--- src/rtl/gpio_port_pkg.sv ---
/*
 * constants for the eight-pin shared gpio / lcd segment port.
 * assumes an apb master with 32-bit data; offsets are register indices, byte address = 4 * index.
 */
package gpio_port_pkg;

	localparam int PORT_W = 8;
	localparam int SEG_W = 4;
	localparam int MODE_W = 3;

	// ----------------------------------------------------------------
	// register indices and byte addresses
	// ----------------------------------------------------------------
	localparam logic [15:0] LATCH_IDX = 16'hffd9;
	localparam logic [15:0] PULLUP_IDX = 16'hffe3;
	localparam logic [15:0] DIR_IDX = 16'hffe9;
	localparam logic [15:0] LCD_CTRL_IDX = 16'hfff0;
	localparam logic [15:0] MODE_IDX = 16'hfff1;

	localparam logic [31:0] LATCH_ADDR = {14'h0000, LATCH_IDX, 2'b00};
	localparam logic [31:0] PULLUP_ADDR = {14'h0000, PULLUP_IDX, 2'b00};
	localparam logic [31:0] DIR_ADDR = {14'h0000, DIR_IDX, 2'b00};
	localparam logic [31:0] LCD_CTRL_ADDR = {14'h0000, LCD_CTRL_IDX, 2'b00};
	localparam logic [31:0] MODE_ADDR = {14'h0000, MODE_IDX, 2'b00};

	// ----------------------------------------------------------------
	// reset values and fixed read values
	// ----------------------------------------------------------------
	localparam logic [7:0] LATCH_RST = 8'h00;
	localparam logic [7:0] PULLUP_RST = 8'h00;
	localparam logic [7:0] DIR_RST = 8'h00;
	localparam logic [3:0] SEG_RST = 4'h0;
	localparam logic [7:0] DIR_READ_VAL = 8'hff;

	// ----------------------------------------------------------------
	// field positions
	// ----------------------------------------------------------------
	localparam int SEG_LSB = 0;
	localparam int MODE_LSB = 0;

	// ----------------------------------------------------------------
	// operating mode codes
	// ----------------------------------------------------------------
	localparam logic [2:0] MODE_ACTIVE = 3'h0;
	localparam logic [2:0] MODE_SUBACTIVE = 3'h1;
	localparam logic [2:0] MODE_SLEEP = 3'h2;
	localparam logic [2:0] MODE_SUBSLEEP = 3'h3;
	localparam logic [2:0] MODE_STANDBY = 3'h4;
	localparam logic [2:0] MODE_WATCH = 3'h5;
	localparam logic [2:0] MODE_RST = MODE_ACTIVE;

endpackage

--- src/rtl/pin_sync.sv ---
/*
 * two-stage synchroniser for the eight pin levels.
 * assumes pins are asynchronous to ref_clk.
 */
`timescale 1ns/1ps
module pin_sync
	import gpio_port_pkg::*;
(
	input wire logic ref_clk,
	input wire logic arst_n,
	input wire logic [PORT_W-1:0] async_i,
	output logic [PORT_W-1:0] sync_o
);

	logic [PORT_W-1:0] meta_q;
	logic [PORT_W-1:0] sync_q;

	// only the second stage is read outside
	always_ff @(posedge ref_clk or negedge arst_n) begin
		if (!arst_n) begin
			meta_q <= '0;
			sync_q <= '0;
		end else begin
			meta_q <= async_i;
			sync_q <= meta_q;
		end
	end

	assign sync_o = sync_q;

endmodule

--- src/rtl/pin_cell.sv ---
/*
 * one shared pin: output level, output enable and pull-up, all registered.
 * assumes mode and selection come from registers on the same clock.
 */
`timescale 1ns/1ps
module pin_cell
	import gpio_port_pkg::*;
(
	input wire logic ref_clk,
	input wire logic arst_n,
	input wire logic [MODE_W-1:0] mode,
	input wire logic seg_sel,
	input wire logic dir_bit,
	input wire logic latch_bit,
	input wire logic pullup_bit,
	input wire logic seg_bit,
	output logic out_q,
	output logic oe_q,
	output logic pu_q
);

	logic out_d;
	logic oe_d;
	logic pu_d;
	logic pu_gpio;

	always_comb begin
		pu_gpio = pullup_bit & ~dir_bit;
		out_d = out_q;
		oe_d = oe_q;
		pu_d = pu_q;
		case (mode)
			MODE_SLEEP, MODE_SUBSLEEP: begin
				// hold previous state
				out_d = out_q;
			end
			MODE_STANDBY, MODE_WATCH: begin
				out_d = 1'b0;
				oe_d = 1'b0;
				pu_d = pu_gpio;
			end
			default: begin
				if (seg_sel) begin
					out_d = seg_bit;
					oe_d = 1'b1;
					pu_d = 1'b0;
				end else begin
					out_d = latch_bit;
					oe_d = dir_bit;
					pu_d = pu_gpio;
				end
			end
		endcase
	end

	// high impedance while reset is held
	always_ff @(posedge ref_clk or negedge arst_n) begin
		if (!arst_n) begin
			out_q <= 1'b0;
			oe_q <= 1'b0;
			pu_q <= 1'b0;
		end else begin
			out_q <= out_d;
			oe_q <= oe_d;
			pu_q <= pu_d;
		end
	end

endmodule

--- src/rtl/gpio_port.sv ---
/*
 * eight-pin gpio port shared with lcd segment outputs, registers over apb.
 * assumes an apb master on ref_clk, pin levels asynchronous, segment data from the lcd driver on ref_clk.
 */
`timescale 1ns/1ps
module gpio_port
	import gpio_port_pkg::*;
(
	input wire logic ref_clk,
	input wire logic arst_n,
	input wire logic psel,
	input wire logic penable,
	input wire logic pwrite,
	input wire logic [31:0] paddr,
	input wire logic [31:0] pwdata,
	input wire logic [3:0] pstrb,
	output logic [31:0] prdata,
	output logic pready,
	output logic pslverr,
	input wire logic [PORT_W-1:0] pin_i,
	input wire logic [PORT_W-1:0] seg_data,
	output logic [PORT_W-1:0] pin_o,
	output logic [PORT_W-1:0] pin_oe,
	output logic [PORT_W-1:0] pin_pullup
);

	// ----------------------------------------------------------------
	// declarations
	// ----------------------------------------------------------------
	logic [PORT_W-1:0] latch_q;
	logic [PORT_W-1:0] latch_d;
	logic [PORT_W-1:0] dir_q;
	logic [PORT_W-1:0] dir_d;
	logic [PORT_W-1:0] pullup_q;
	logic [PORT_W-1:0] pullup_d;
	logic [SEG_W-1:0] seg_field_q;
	logic [SEG_W-1:0] seg_field_d;
	logic [MODE_W-1:0] mode_q;
	logic [MODE_W-1:0] mode_d;
	logic [31:0] prdata_q;
	logic [31:0] prdata_d;
	logic pready_q;
	logic pready_d;
	logic pslverr_q;
	logic pslverr_d;
	logic [PORT_W-1:0] pin_sync_lvl;
	logic [PORT_W-1:0] port_read;
	logic [31:0] rd_word;
	logic setup;
	logic wr_en;
	logic mapped;
	logic seg_sel;

	// ----------------------------------------------------------------
	// pin input synchroniser
	// ----------------------------------------------------------------
	pin_sync u_sync (
		.ref_clk(ref_clk),
		.arst_n(arst_n),
		.async_i(pin_i),
		.sync_o(pin_sync_lvl)
	);

	// ----------------------------------------------------------------
	// apb decode
	// ----------------------------------------------------------------
	// no wait state: read data is registered in setup so prdata comes from a flop
	always_comb begin
		setup = psel & ~penable;
		wr_en = psel & penable & pready_q & pwrite & ~pslverr_q & pstrb[0];
		mapped = (paddr == LATCH_ADDR) || (paddr == PULLUP_ADDR) || (paddr == DIR_ADDR) ||
			(paddr == LCD_CTRL_ADDR) || (paddr == MODE_ADDR);
		seg_sel = (seg_field_q[3:2] != 2'b00);
		port_read = (latch_q & dir_q) | (pin_sync_lvl & ~dir_q);
		rd_word = 32'h0000_0000;
		case (paddr)
			LATCH_ADDR: begin
				rd_word[PORT_W-1:0] = port_read;
			end
			PULLUP_ADDR: begin
				rd_word[PORT_W-1:0] = pullup_q;
			end
			DIR_ADDR: begin
				rd_word[PORT_W-1:0] = DIR_READ_VAL;
			end
			LCD_CTRL_ADDR: begin
				rd_word[SEG_LSB +: SEG_W] = seg_field_q;
			end
			MODE_ADDR: begin
				rd_word[MODE_LSB +: MODE_W] = mode_q;
			end
			default: begin
				rd_word = 32'h0000_0000;
			end
		endcase
	end

	// ----------------------------------------------------------------
	// bus answer
	// ----------------------------------------------------------------
	always_comb begin
		pready_d = setup;
		pslverr_d = setup & ~mapped;
		prdata_d = (setup & ~pwrite) ? rd_word : 32'h0000_0000;
	end

	always_ff @(posedge ref_clk or negedge arst_n) begin
		if (!arst_n) begin
			pready_q <= 1'b0;
			pslverr_q <= 1'b0;
			prdata_q <= 32'h0000_0000;
		end else begin
			pready_q <= pready_d;
			pslverr_q <= pslverr_d;
			prdata_q <= prdata_d;
		end
	end

	assign pready = pready_q;
	assign pslverr = pslverr_q;
	assign prdata = prdata_q;

	// ----------------------------------------------------------------
	// control registers
	// ----------------------------------------------------------------
	always_comb begin
		latch_d = latch_q;
		dir_d = dir_q;
		pullup_d = pullup_q;
		seg_field_d = seg_field_q;
		mode_d = mode_q;
		if (wr_en) begin
			case (paddr)
				LATCH_ADDR: begin
					latch_d = pwdata[PORT_W-1:0];
				end
				DIR_ADDR: begin
					dir_d = pwdata[PORT_W-1:0];
				end
				PULLUP_ADDR: begin
					pullup_d = pwdata[PORT_W-1:0];
				end
				LCD_CTRL_ADDR: begin
					seg_field_d = pwdata[SEG_LSB +: SEG_W];
				end
				MODE_ADDR: begin
					mode_d = pwdata[MODE_LSB +: MODE_W];
				end
				default: begin
					latch_d = latch_q;
				end
			endcase
		end
	end

	always_ff @(posedge ref_clk or negedge arst_n) begin
		if (!arst_n) begin
			latch_q <= LATCH_RST;
			dir_q <= DIR_RST;
			pullup_q <= PULLUP_RST;
			seg_field_q <= SEG_RST;
			mode_q <= MODE_RST;
		end else begin
			latch_q <= latch_d;
			dir_q <= dir_d;
			pullup_q <= pullup_d;
			seg_field_q <= seg_field_d;
			mode_q <= mode_d;
		end
	end

	// ----------------------------------------------------------------
	// per-pin drivers
	// ----------------------------------------------------------------
	// segment selection is one field for the whole port, so all pins switch together
	for (genvar i = 0; i < PORT_W; i++) begin : g_pin
		pin_cell u_cell (
			.ref_clk(ref_clk),
			.arst_n(arst_n),
			.mode(mode_q),
			.seg_sel(seg_sel),
			.dir_bit(dir_q[i]),
			.latch_bit(latch_q[i]),
			.pullup_bit(pullup_q[i]),
			.seg_bit(seg_data[i]),
			.out_q(pin_o[i]),
			.oe_q(pin_oe[i]),
			.pu_q(pin_pullup[i])
		);
	end

	// ----------------------------------------------------------------
	// checks
	// ----------------------------------------------------------------
	logic boot_q;
	logic run_mode;
	logic hiz_mode;

	always_ff @(posedge ref_clk or negedge arst_n) begin
		if (!arst_n) begin
			boot_q <= 1'b0;
		end else begin
			boot_q <= 1'b1;
		end
	end

	always_comb begin
		run_mode = (mode_q == MODE_ACTIVE) || (mode_q == MODE_SUBACTIVE);
		hiz_mode = (mode_q == MODE_STANDBY) || (mode_q == MODE_WATCH);
	end
endmodule

--- config.mk ---
export PLATFORM = sky130hd
export DESIGN_NAME = gpio_port
export DESIGN_NICKNAME = d
export VERILOG_FILES = /design/src/rtl/gpio_port_pkg.sv /design/src/rtl/pin_sync.sv /design/src/rtl/pin_cell.sv /design/src/rtl/gpio_port.sv
export SDC_FILE = /design/constraint.sdc
export NUM_CORES = 1
export LEC_CHECK = 0
export ABC_AREA = 0
export BUFFER_PORTS_ARGS = -buffer_cell sky130_fd_sc_hd__buf_2
export CORE_AREA = 3 3 94 96
export CTS_CLUSTER_SIZE = 40
export DETAILED_ROUTE_END_ITERATION = 16
export DIE_AREA = 0 0 97 99
export PLACE_DENSITY = 0.79
export SYNTH_ARGS = -nofsm -noshare
export SYNTH_HDL_FRONTEND = slang
export SYNTH_HIERARCHICAL = 1
export SYNTH_SLANG_ARGS = --single-unit
--- constraint.sdc ---
create_clock -name ref_clk -period 3.9 [get_ports ref_clk]
set_input_delay 0 -clock ref_clk [delete_from_list [all_inputs] [get_ports ref_clk]]
set_output_delay 0 -clock ref_clk [all_outputs]
set_load 0.05 [all_outputs]
# After elaboration in Yosys (flattened, before gate mapping)
# Index checks and enable logic that the tools add are counted.
# W data, S select, Z words.
# word_totals
register_bits,81
latchBits,0
ramBits,0
rom_bits,0
inputBits,89
memories,0
# classes
addsub,0
mul,0
div,0
n_lt_le_gt_ge,0
n_eq_ne,9
shift,0
n_mux,52
bitwise_logic,32
reduce_logical,12
# ops
cell,n
$eq A32 B18 Y1 const B,5
$pmux W1 S2,24
$mux W1,24
$and A1 B1 Y1,16
$and A8 B8 Y8,2
$pmux W3 S5,1
$not A1 Y1,12
$pmux W4 S3,1
$reduce_and A2 Y1,5
$mux W8,1
$not A8 Y8,1
$or A8 B8 Y8,1
$eq A3 B2 Y1 const B,2
$eq A3 B3 Y1 const B,2
$logic_or A1 B1 Y1,4
$pmux W1 S4,1
$reduce_or A2 Y1,2
$reduce_bool A2 Y1,1

# Depth between registers and ports, before layout
# Gate-level depths: netlist of the first run.
# depth
ltp_word,7
ltp_mapped,6

# Modules after synthesis
# Netlist of the first run, hierarchy kept.
# modules_own_cells
mod,instances,cells_each,area_per_inst_um2
gpio_port,1,183,2215.9
pin_cell,8,18,170.2
pin_sync,1,16,400.4

# Least setup slack after synthesis of the first run
# No wires, ideal clock.
# synth_timing
path_type,input-to-reg
startpoint,input port paddr[20]
endpoint,register latch_q[0]
t_arrival_ns,1.701
required_ns,3.775
path_slack_ns,2.074
cell_stages,5
path_buffers,1
path_cell_list,or4_1 > nor4_4 > and4_1 > buf_4 > mux2_2
# synth_between
elab_chain_cells,2
# synth_lines
item,line,source
"start, declared",gpio_port.sv:14,"input wire logic [31:0] paddr,"
$eq A32 B18 Y1,gpio_port.sv:133,case (paddr)
$reduce_and A2 Y1 (no source line),n/a,
"end signal, assigned",gpio_port.sv:164,latch_q <= latch_d;
"end, declared",gpio_port.sv:30,logic [PORT_W-1:0] latch_q;
# No other way between the ends.
# A chain may end at the register's enable or synchronous reset.

# Worst setup path after layout of the first run
# layout_timing
startpoint,input port paddr[2]
endpoint,register latch_q[0]
# Same word-level chain as after synthesis.

==> results of run 1 <==
[per-layer routing]
metal / part of all wire / up-vias / GRT usage
li1: - / 1442 / -
met4: 0.016 / 0 / 0.06371
met1: 0.43 / 1450 / 0.2540
met2: 0.47 / 121 / 0.3063
met5: 0 / - / 0
met3: 0.076 / 9 / 0.04388
[worst max path at each step]
stage / from / to / slack (ns) / cells past startpoint
2_1_floorplan: paddr[20] / latch_q[0] / 2.07 / 5
3_5_place_dp: paddr[2] / latch_q[0] / 1.39 / 5
6_report: paddr[2] / latch_q[0] / 1.83 / 5
4_1_cts: paddr[2] / latch_q[0] / 1.76 / 5
3_3_place_gp: paddr[2] / latch_q[4] / 1.45 / 5
5_1_grt: paddr[2] / latch_q[0] / 1.70 / 5
[registers in the layout, indices dropped and copies added, names as in the netlist]
signal and count:
dir_q 8, g_pin.u_cell/oe_q 8, g_pin.u_cell/out_q 8, g_pin.u_cell/pu_q 8
latch_q 8, mode_q 3, prdata 8, pready 1
pslverr 1, pullup_q 8, seg_field_q 4, u_sync/meta_q 8
u_sync/sync_o 8
[layout by cell type (no fill, tap or decap), types with 10 or more instances in the layout]
cell / n
sky130_fd_sc_hd__buf_2: 94
sky130_fd_sc_hd__clkbuf_8: 10
sky130_fd_sc_hd__conb_1: 24
sky130_fd_sc_hd__dfrtp_1: 80
sky130_fd_sc_hd__dlygate4sd3_1: 19
sky130_fd_sc_hd__mux2_2: 35
sky130_fd_sc_hd__mux2i_1: 11
sky130_fd_sc_hd__nand2_1: 22
sky130_fd_sc_hd__nor2_1: 16
sky130_fd_sc_hd__nor2b_1: 12
sky130_fd_sc_hd__nor3_1: 11
sky130_fd_sc_hd__o31ai_1: 11
[critical path, delay by kind of cell]
kind	cells	cell delay, ns
multiplexers	1	0.40
buffers and inverters	1	0.18
AND/OR/NAND/NOR	3	1.72
[cell families after synthesis]
group | Yosys count | share of synthesized area
AOI/OAI and AO/OA | 59 | 0.1048
xor gates and xnor gates | 1 | 0.002202
buffers and inverters | 43 | 0.06763
DFF | 81 | 0.5096
muxes | 55 | 0.1598
other | 1 | 0.0009428
and+or+nand+nor | 103 | 0.1551
[power groups by stage]
stage | combinational [mW] | clock, mW | sequential [mW]
after detailed placement | 0.134 | 0 | 0.868
after CTS | 0.149 | 0.759 | 0.851
after global placement | 0.132 | 0 | 0.867
final | 0.147 | 0.751 | 0.851
after floorplan | 0.0910 | 0 | 0.871
after global routing | 0.160 | 0.809 | 0.852
[stage by stage]
step | instances | instance area, µm²
floorplan | 366 | 4064
global placement | 532 | 4443
detailed placement | 532 | 4443
CTS | 567 | 4886
global route | 567 | 4886
finish | 567 | 4886
[final cells by class]
class	count	area, µm²
Inverter	8	30.03
Clock inverter	6	115.1
Timing Repair Buffer	115	675.6
Clock buffer	10	137.6
Multi-Input combinational cell	242	1768
Fill cell	691	3248
Tap cell	105	131.4
Sequential cell	81	2028
==> key figures, run 1 <==
Yosys
  – Fraction of the yosys area taken by sequential cells: 0.5096
  – Post-synthesis sequential element count: 81
  – Area share of the leading cell type in the synthesized netlist: 0.5096
  – Number of enable flip-flop cells after synthesis: 0
  – Unique masters post-synth: 45
  – Largest cells by area after synthesis: sky130_fd_sc_hd__dfrtp_1 51%, sky130_fd_sc_hd__mux2_2 9.9%, sky130_fd_sc_hd__buf_4 4.9%, sky130_fd_sc_hd__mux2_4 3.0%, sky130_fd_sc_hd__mux2i_1 2.8%
  – Cells after synthesis: around 340
  – Synth top cells by count: 81 x sky130_fd_sc_hd__dfrtp_1, 35 x sky130_fd_sc_hd__mux2_2, 26 x sky130_fd_sc_hd__buf_4
  – Avg Inst Size Synth: 11.60 µm²
  – Library cell occupying the most area in the post-synthesis netlist: sky130_fd_sc_hd__dfrtp_1
  – Most instantiated library cell after synthesis: sky130_fd_sc_hd__dfrtp_1
  – Asr flop ratio synth: 1.000
  – Summed instance area of the synthesized netlist: 3978 µm²
  – Yosys synthesis warning count: 6
  – Primary flip-flop cell chosen by synthesis mapping: sky130_fd_sc_hd__dfrtp_1

Worst hold path
  – Worst min-delay path endpoint: prdata[1]
  – Source of the worst hold timing path: paddr[1]
  – Hold Path Stages: 4
  – Tightest Hold Check Type: in2reg

STA
  – Transition time of the tightest slew-check pin: 1.095 ns
  – Tightest hold margin: 0.01952 ns
  – Worst rel slew slack: 0.2703
  – Min setup slack post-route: 1.828 ns
  – Final clock skew: 0.01159 ns
  – Number of failing hold endpoints at the final stage: 0
  – Final period demand of the worst path: 2.072 ns
  – Final setup violating endpoints: 0
  – Number of max-slew violations in the final report: 0
  – Final period utilization: 0.5312
  – Setup repair after global routing missed its margin: no
  – Total negative slack: 0 ns
  – Highest clock frequency the design can meet: 482.7 MHz

Pwr
  – Total design power: 1.749 mW
  – Logic gate share of total power: 0.084
  – Fraction of power consumed by sequential logic: 0.486
  – Worst VDD drop: 0.2766 mV
  – Pwr dens: 358.0 nW/µm²
  – Clock share of power: 0.429
  – Cell internal pwr: ~1.3 mW
  – Lkg Pwr: 2.403 nW
  – Switching Share: 0.2342
  – Switching power: 409.7 µW

Clocking
  – Post-CTS Hold Fix Bufs: 19
  – Clk root buf: sky130_fd_sc_hd__clkbuf_8
  – Source-to-sink clock delay at the later pin of the worst-skew pair: roughly 0.35 ns
  – Clock tree sinks: 81
  – Number of cells upsized or downsized after cts: 0
  – TritonCTS clock tree: yes
  – Clock-pin slew on the worst setup and hold paths: 0.08 ns
  – TritonCTS buffer count: 9
  – Worst-case clock buffer depth: 2
  – Level count of the clock H-tree: 3
  – Post-CTS setup repair buffer count: 0

Critical path
  – Worst r2r dst: latch_q[0]
  – Type of the setup path with the least slack: in2reg
  – R2R setup slack: 1.99 ns
  – Delay of the slowest cell on the worst path: 0.66 ns
  – Worst EP arrival: 2.30 ns
  – Critical Path Slowest Stage Cell: sky130_fd_sc_hd__or4b_2
  – Worst Setup Start Kind: input port
  – Cell breakdown of the critical path: buf_2 -> or4b_2 -> nor2_1 -> and4_1 -> mux2_2
  – Req. time, crit path: 4.13 ns
  – Reg-to-reg startpoint: pslverr
  – Setup crit end kind: register
  – Register-to-Register Path Depth: 4
  – Maximum net fanout on the critical path: 10

Floorplanning
  – Overall die width: 97 µm
  – DIE AREA: 9603 µm²
  – Placeable core region: 8134 µm²
  – Chip Height: 99 µm
  – Number of ports placed on the die boundary: ~150
  – Effective utilization at floorplan: 0.4890
  – Site row count: 33

Cells and area
  – Post-Route Utilization: 0.6007
  – Net count of the finished layout: about 550
  – Total inserted antenna cells: 0
  – Area growth from synthesis to final layout: 22.84%
  – Layout cells sized above 1: 0.3571

Route
  – Starting DRT DRC Count: 123
  – Number of detailed-route iterations in the first pass: 4
  – Number of nets still failing antenna checks after routing: 0
  – Final wirelength: 8.925 mm
  – Via count: just over 3000
  – Via-to-Cell Ratio: 5.330
  – Routed wirelength normalized by instance count: 15.74 µm
  – Post-detailed-route DRC marker count: 0

Place
  – Last weighted congestion value of the routability-driven placer: 0.9155
  – Final HPWL DP: 6.183 mm
  – Pre-CTS worst setup slack: 1.385 ns
  – Quantity of I/O buffers inserted on ports: 95

Global routing
  – Wire length of the first global-routing pass: around 15 mm
  – Number of antenna violations at the first check in global routing: 0
  – Maximum number of pins on one net before global-route repair: 82
  – GR Util All Layers: 0.1897
  – Via count of the first global-routing pass: approximately 2900
  – Residual overflow from global routing: 0

Run status
  – Status: finished clean

Job
  – Max-cap viol count: 0
(Power assumes the default switching activity.)
==> run 2: changes to the inputs <==
Clock period 3.9 ns to 2.03 ns, I/O delays scaled along.
==> run 2 against run 1 <==
Core utilization up 1.6 points. Combinational power up 100%. Sequential share of layout area down 1.1 points. Global-route usage up 1.3 points. Routed wire length up 4.2%. First-iteration DRC count up 20%. Final cell count up 2.8%. Hold slack better by 0.015 ns. Final area up 2.7%. Clock power up 94%. Worst setup slack worse by 1.5 ns. Critical path type is now reg2reg.
==> key figures, run 2 (same netlist as run 1, synthesis figures left out) <==
Clocking
  – Clock tree sinks: 81 (unchanged)
  – TritonCTS buffer count: 9 (unchanged)
  – Source-to-sink clock delay at the later pin of the worst-skew pair: 0.35 ns (about the same)
  – Clock-pin slew on the worst setup and hold paths: 0.08 ns (about the same)
  – Level count of the clock H-tree: 3 (unchanged)
  – Worst-case clock buffer depth: 2 (unchanged)
  – Clk root buf: sky130_fd_sc_hd__clkbuf_8
  – Post-CTS Hold Fix Bufs: 19 (unchanged)
  – TritonCTS clock tree: yes
  – Post-CTS setup repair buffer count: 0 (unchanged)
  – Number of cells upsized or downsized after cts: 0 (unchanged)

Pwr
  – Worst VDD drop: 0.4150 mV (+50%)
  – Pwr dens: 675.2 nW/µm² (+89%)
  – Lkg Pwr: 2.492 nW (+3.7%)

Global routing
  – Via count of the first global-routing pass: 3138 (+8.5%)
  – Maximum number of pins on one net before global-route repair: 46 (-44%)
  – Number of antenna violations at the first check in global routing: 0 (unchanged)
  – Wire length of the first global-routing pass: 15.47 mm (+6.3%)
  – Residual overflow from global routing: 0 (unchanged)
  – GR Util All Layers: 0.2031 (+0.01341)

Critical path
  – Critical path buffers and inverters: 0 (-1)
  – Setup crit end kind: register
  – Worst Setup Start Kind: register
  – Delay of the slowest cell on the worst path: 0.40 ns (-0.26 ns)
  – Cell breakdown of the critical path: nand2b_1 -> nor2_1 -> nand4_2 -> mux2_2
  – Maximum net fanout on the critical path: 8 (-2)
  – Req. time, crit path: 2.27 ns (-1.86 ns)
  – Critical Path Slowest Stage Cell: sky130_fd_sc_hd__dfrtp_1
  – Worst EP arrival: 1.96 ns (-0.34 ns)
  – Crit path max-delay family: simple AND/OR/NAND/NOR gates
  – Type of the setup path with the least slack: reg2reg

Cells and area
  – Seq. cell area: 2028 µm² (unchanged)
  – Leading cell type in the layout, fill and taps excluded: sky130_fd_sc_hd__buf_2
  – Most frequent cells in the layout: 94 x sky130_fd_sc_hd__buf_2, 80 x sky130_fd_sc_hd__dfrtp_1, 35 x sky130_fd_sc_hd__mux2_2, 24 x sky130_fd_sc_hd__conb_1, 22 x sky130_fd_sc_hd__nand2_1
  – Net count of the finished layout: 562 (+2.9%)
  – Total inserted antenna cells: 0 (unchanged)
  – Filler Cell Count: 673 (-2.6%)
  – Area growth from synthesis to final layout: 26.17%
  – Area of the multi-input gates: 1768 µm² (unchanged)
  – Layout cells sized above 1: 0.3787 (+0.02152)

Floorplanning
  – Site row count: 33 (unchanged)
  – Overall die width: 97 µm (unchanged)
  – DIE AREA: 9603 µm² (unchanged)
  – Placeable core region: 8134 µm² (unchanged)
  – Number of ports placed on the die boundary: 147 (unchanged)
  – Effective utilization at floorplan: 0.4890 (unchanged)
  – Chip Height: 99 µm (unchanged)

Route
  – Number of detailed-route iterations in the first pass: 4 (unchanged)
  – Routed wirelength normalized by instance count: 15.95 µm (+1.3%)
  – Final wirelength: 9.298 mm (+4.2%)
  – Via count: 3123 (+3.3%)
  – Via-to-Cell Ratio: 5.357 (+0.51%)
  – Post-detailed-route DRC marker count: 0 (unchanged)
  – Starting DRT DRC Count: 147 (+20%)
  – Number of nets still failing antenna checks after routing: 0 (unchanged)

STA
  – Final setup violating endpoints: 0 (unchanged)
  – Highest clock frequency the design can meet: 581.2 MHz
  – Min setup slack post-route: 0.3094 ns (-1.519 ns)
  – Final period utilization: 0.8476
  – Number of max-slew violations in the final report: 0 (unchanged)
  – Worst rel slew slack: 0.6142 (+0.3439)
  – Number of failing hold endpoints at the final stage: 0 (unchanged)
  – Final clock skew: 0.006907 ns (-0.004679 ns)
  – Tightest hold margin: 0.03488 ns (+0.01537 ns)
  – Transition time of the tightest slew-check pin: 0.5787 ns (-0.5159 ns)
  – Setup repair after global routing missed its margin: no
  – Total negative slack: 0 ns (unchanged)
  – Final period demand of the worst path: 1.721 ns

Place
  – Last weighted congestion value of the routability-driven placer: 0.8842 (-3.4%)
  – Quantity of I/O buffers inserted on ports: 95 (unchanged)
  – Pre-CTS worst setup slack: 0.08914 ns (-1.296 ns)
  – Final HPWL DP: 6.662 mm (+7.7%)

Job
  – Max-cap viol count: 0 (unchanged)

Run status
  – Status: finished clean

Worst hold path
  – Tightest Hold Check Type: in2reg
==> run 2: changes by cell type in the layout (fill, tap and decap cells not counted) <==
cell,delta
sky130_fd_sc_hd__buf_12,+1
sky130_fd_sc_hd__buf_4,+15
==> run 2: final cells by class <==
class / instances / share of cell area
tap: 105 / 0.02618
inverter: 8 / 0.005984
multi-input combinational: 242 / 0.3523
timing repair buffer: 131 / 0.1611
clock inverter: 6 / 0.02294
sequential: 81 / 0.4041
clock buffer: 10 / 0.02742
==> run 2: per-stage QoR <==
step | utilization | instance area [µm²] | std cells | power, mW
after CTS | 0.6170 | 5019 | 583 | 3.409
after floorplan | - | 4064 | 366 | 1.848
after global placement | 0.5625 | 4576 | 548 | 1.928
final | 0.6170 | 5019 | 583 | 3.388
after global routing | 0.6170 | 5019 | 583 | 3.509
after detailed placement | 0.5625 | 4576 | 548 | 1.934
==> run 2: final timing paths <==
path	from	depth (start not counted)	endpoint	slack (ns)
min in group asynchronous	arst_n	2	latch_q[0]	0.19
max reg2reg	pslverr	4	pullup_q[0]	0.31
min	pwrite	3	prdata[2]	0.03
max	pslverr	4	pullup_q[0]	0.31
min reg2reg	u_sync/meta_q[6]	0	u_sync/sync_o[6]	0.35
max in group asynchronous	arst_n	3	g_pin[7].u_cell/out_q	1.24
==> run 2: worst min-delay path: cells and delay by family <==
family          cells  cell delay, ns
simple gates        1            0.18
buf+inv             1            0.10
compound gates      1            0.07
==> run 2: power by group <==
part,switching (mW),total [mW],internal (mW)
logic,0.199,0.295,0.0962
registers,0.00503,1.63,1.63
clock network,0.604,1.46,0.855
==> run 2: per-layer routing <==
| layer | up-vias | routed length, µm | GRT usage |
|---|---|---|---|
| li1 | 1477 | - | - |
| met1 | 1501 | 4037 | 0.2607 |
| met2 | 129 | 4407 | 0.3355 |
| met3 | 16 | 696 | 0.05520 |
| met4 | 0 | 157 | 0.06695 |
| met5 | - | 0 | 0 |
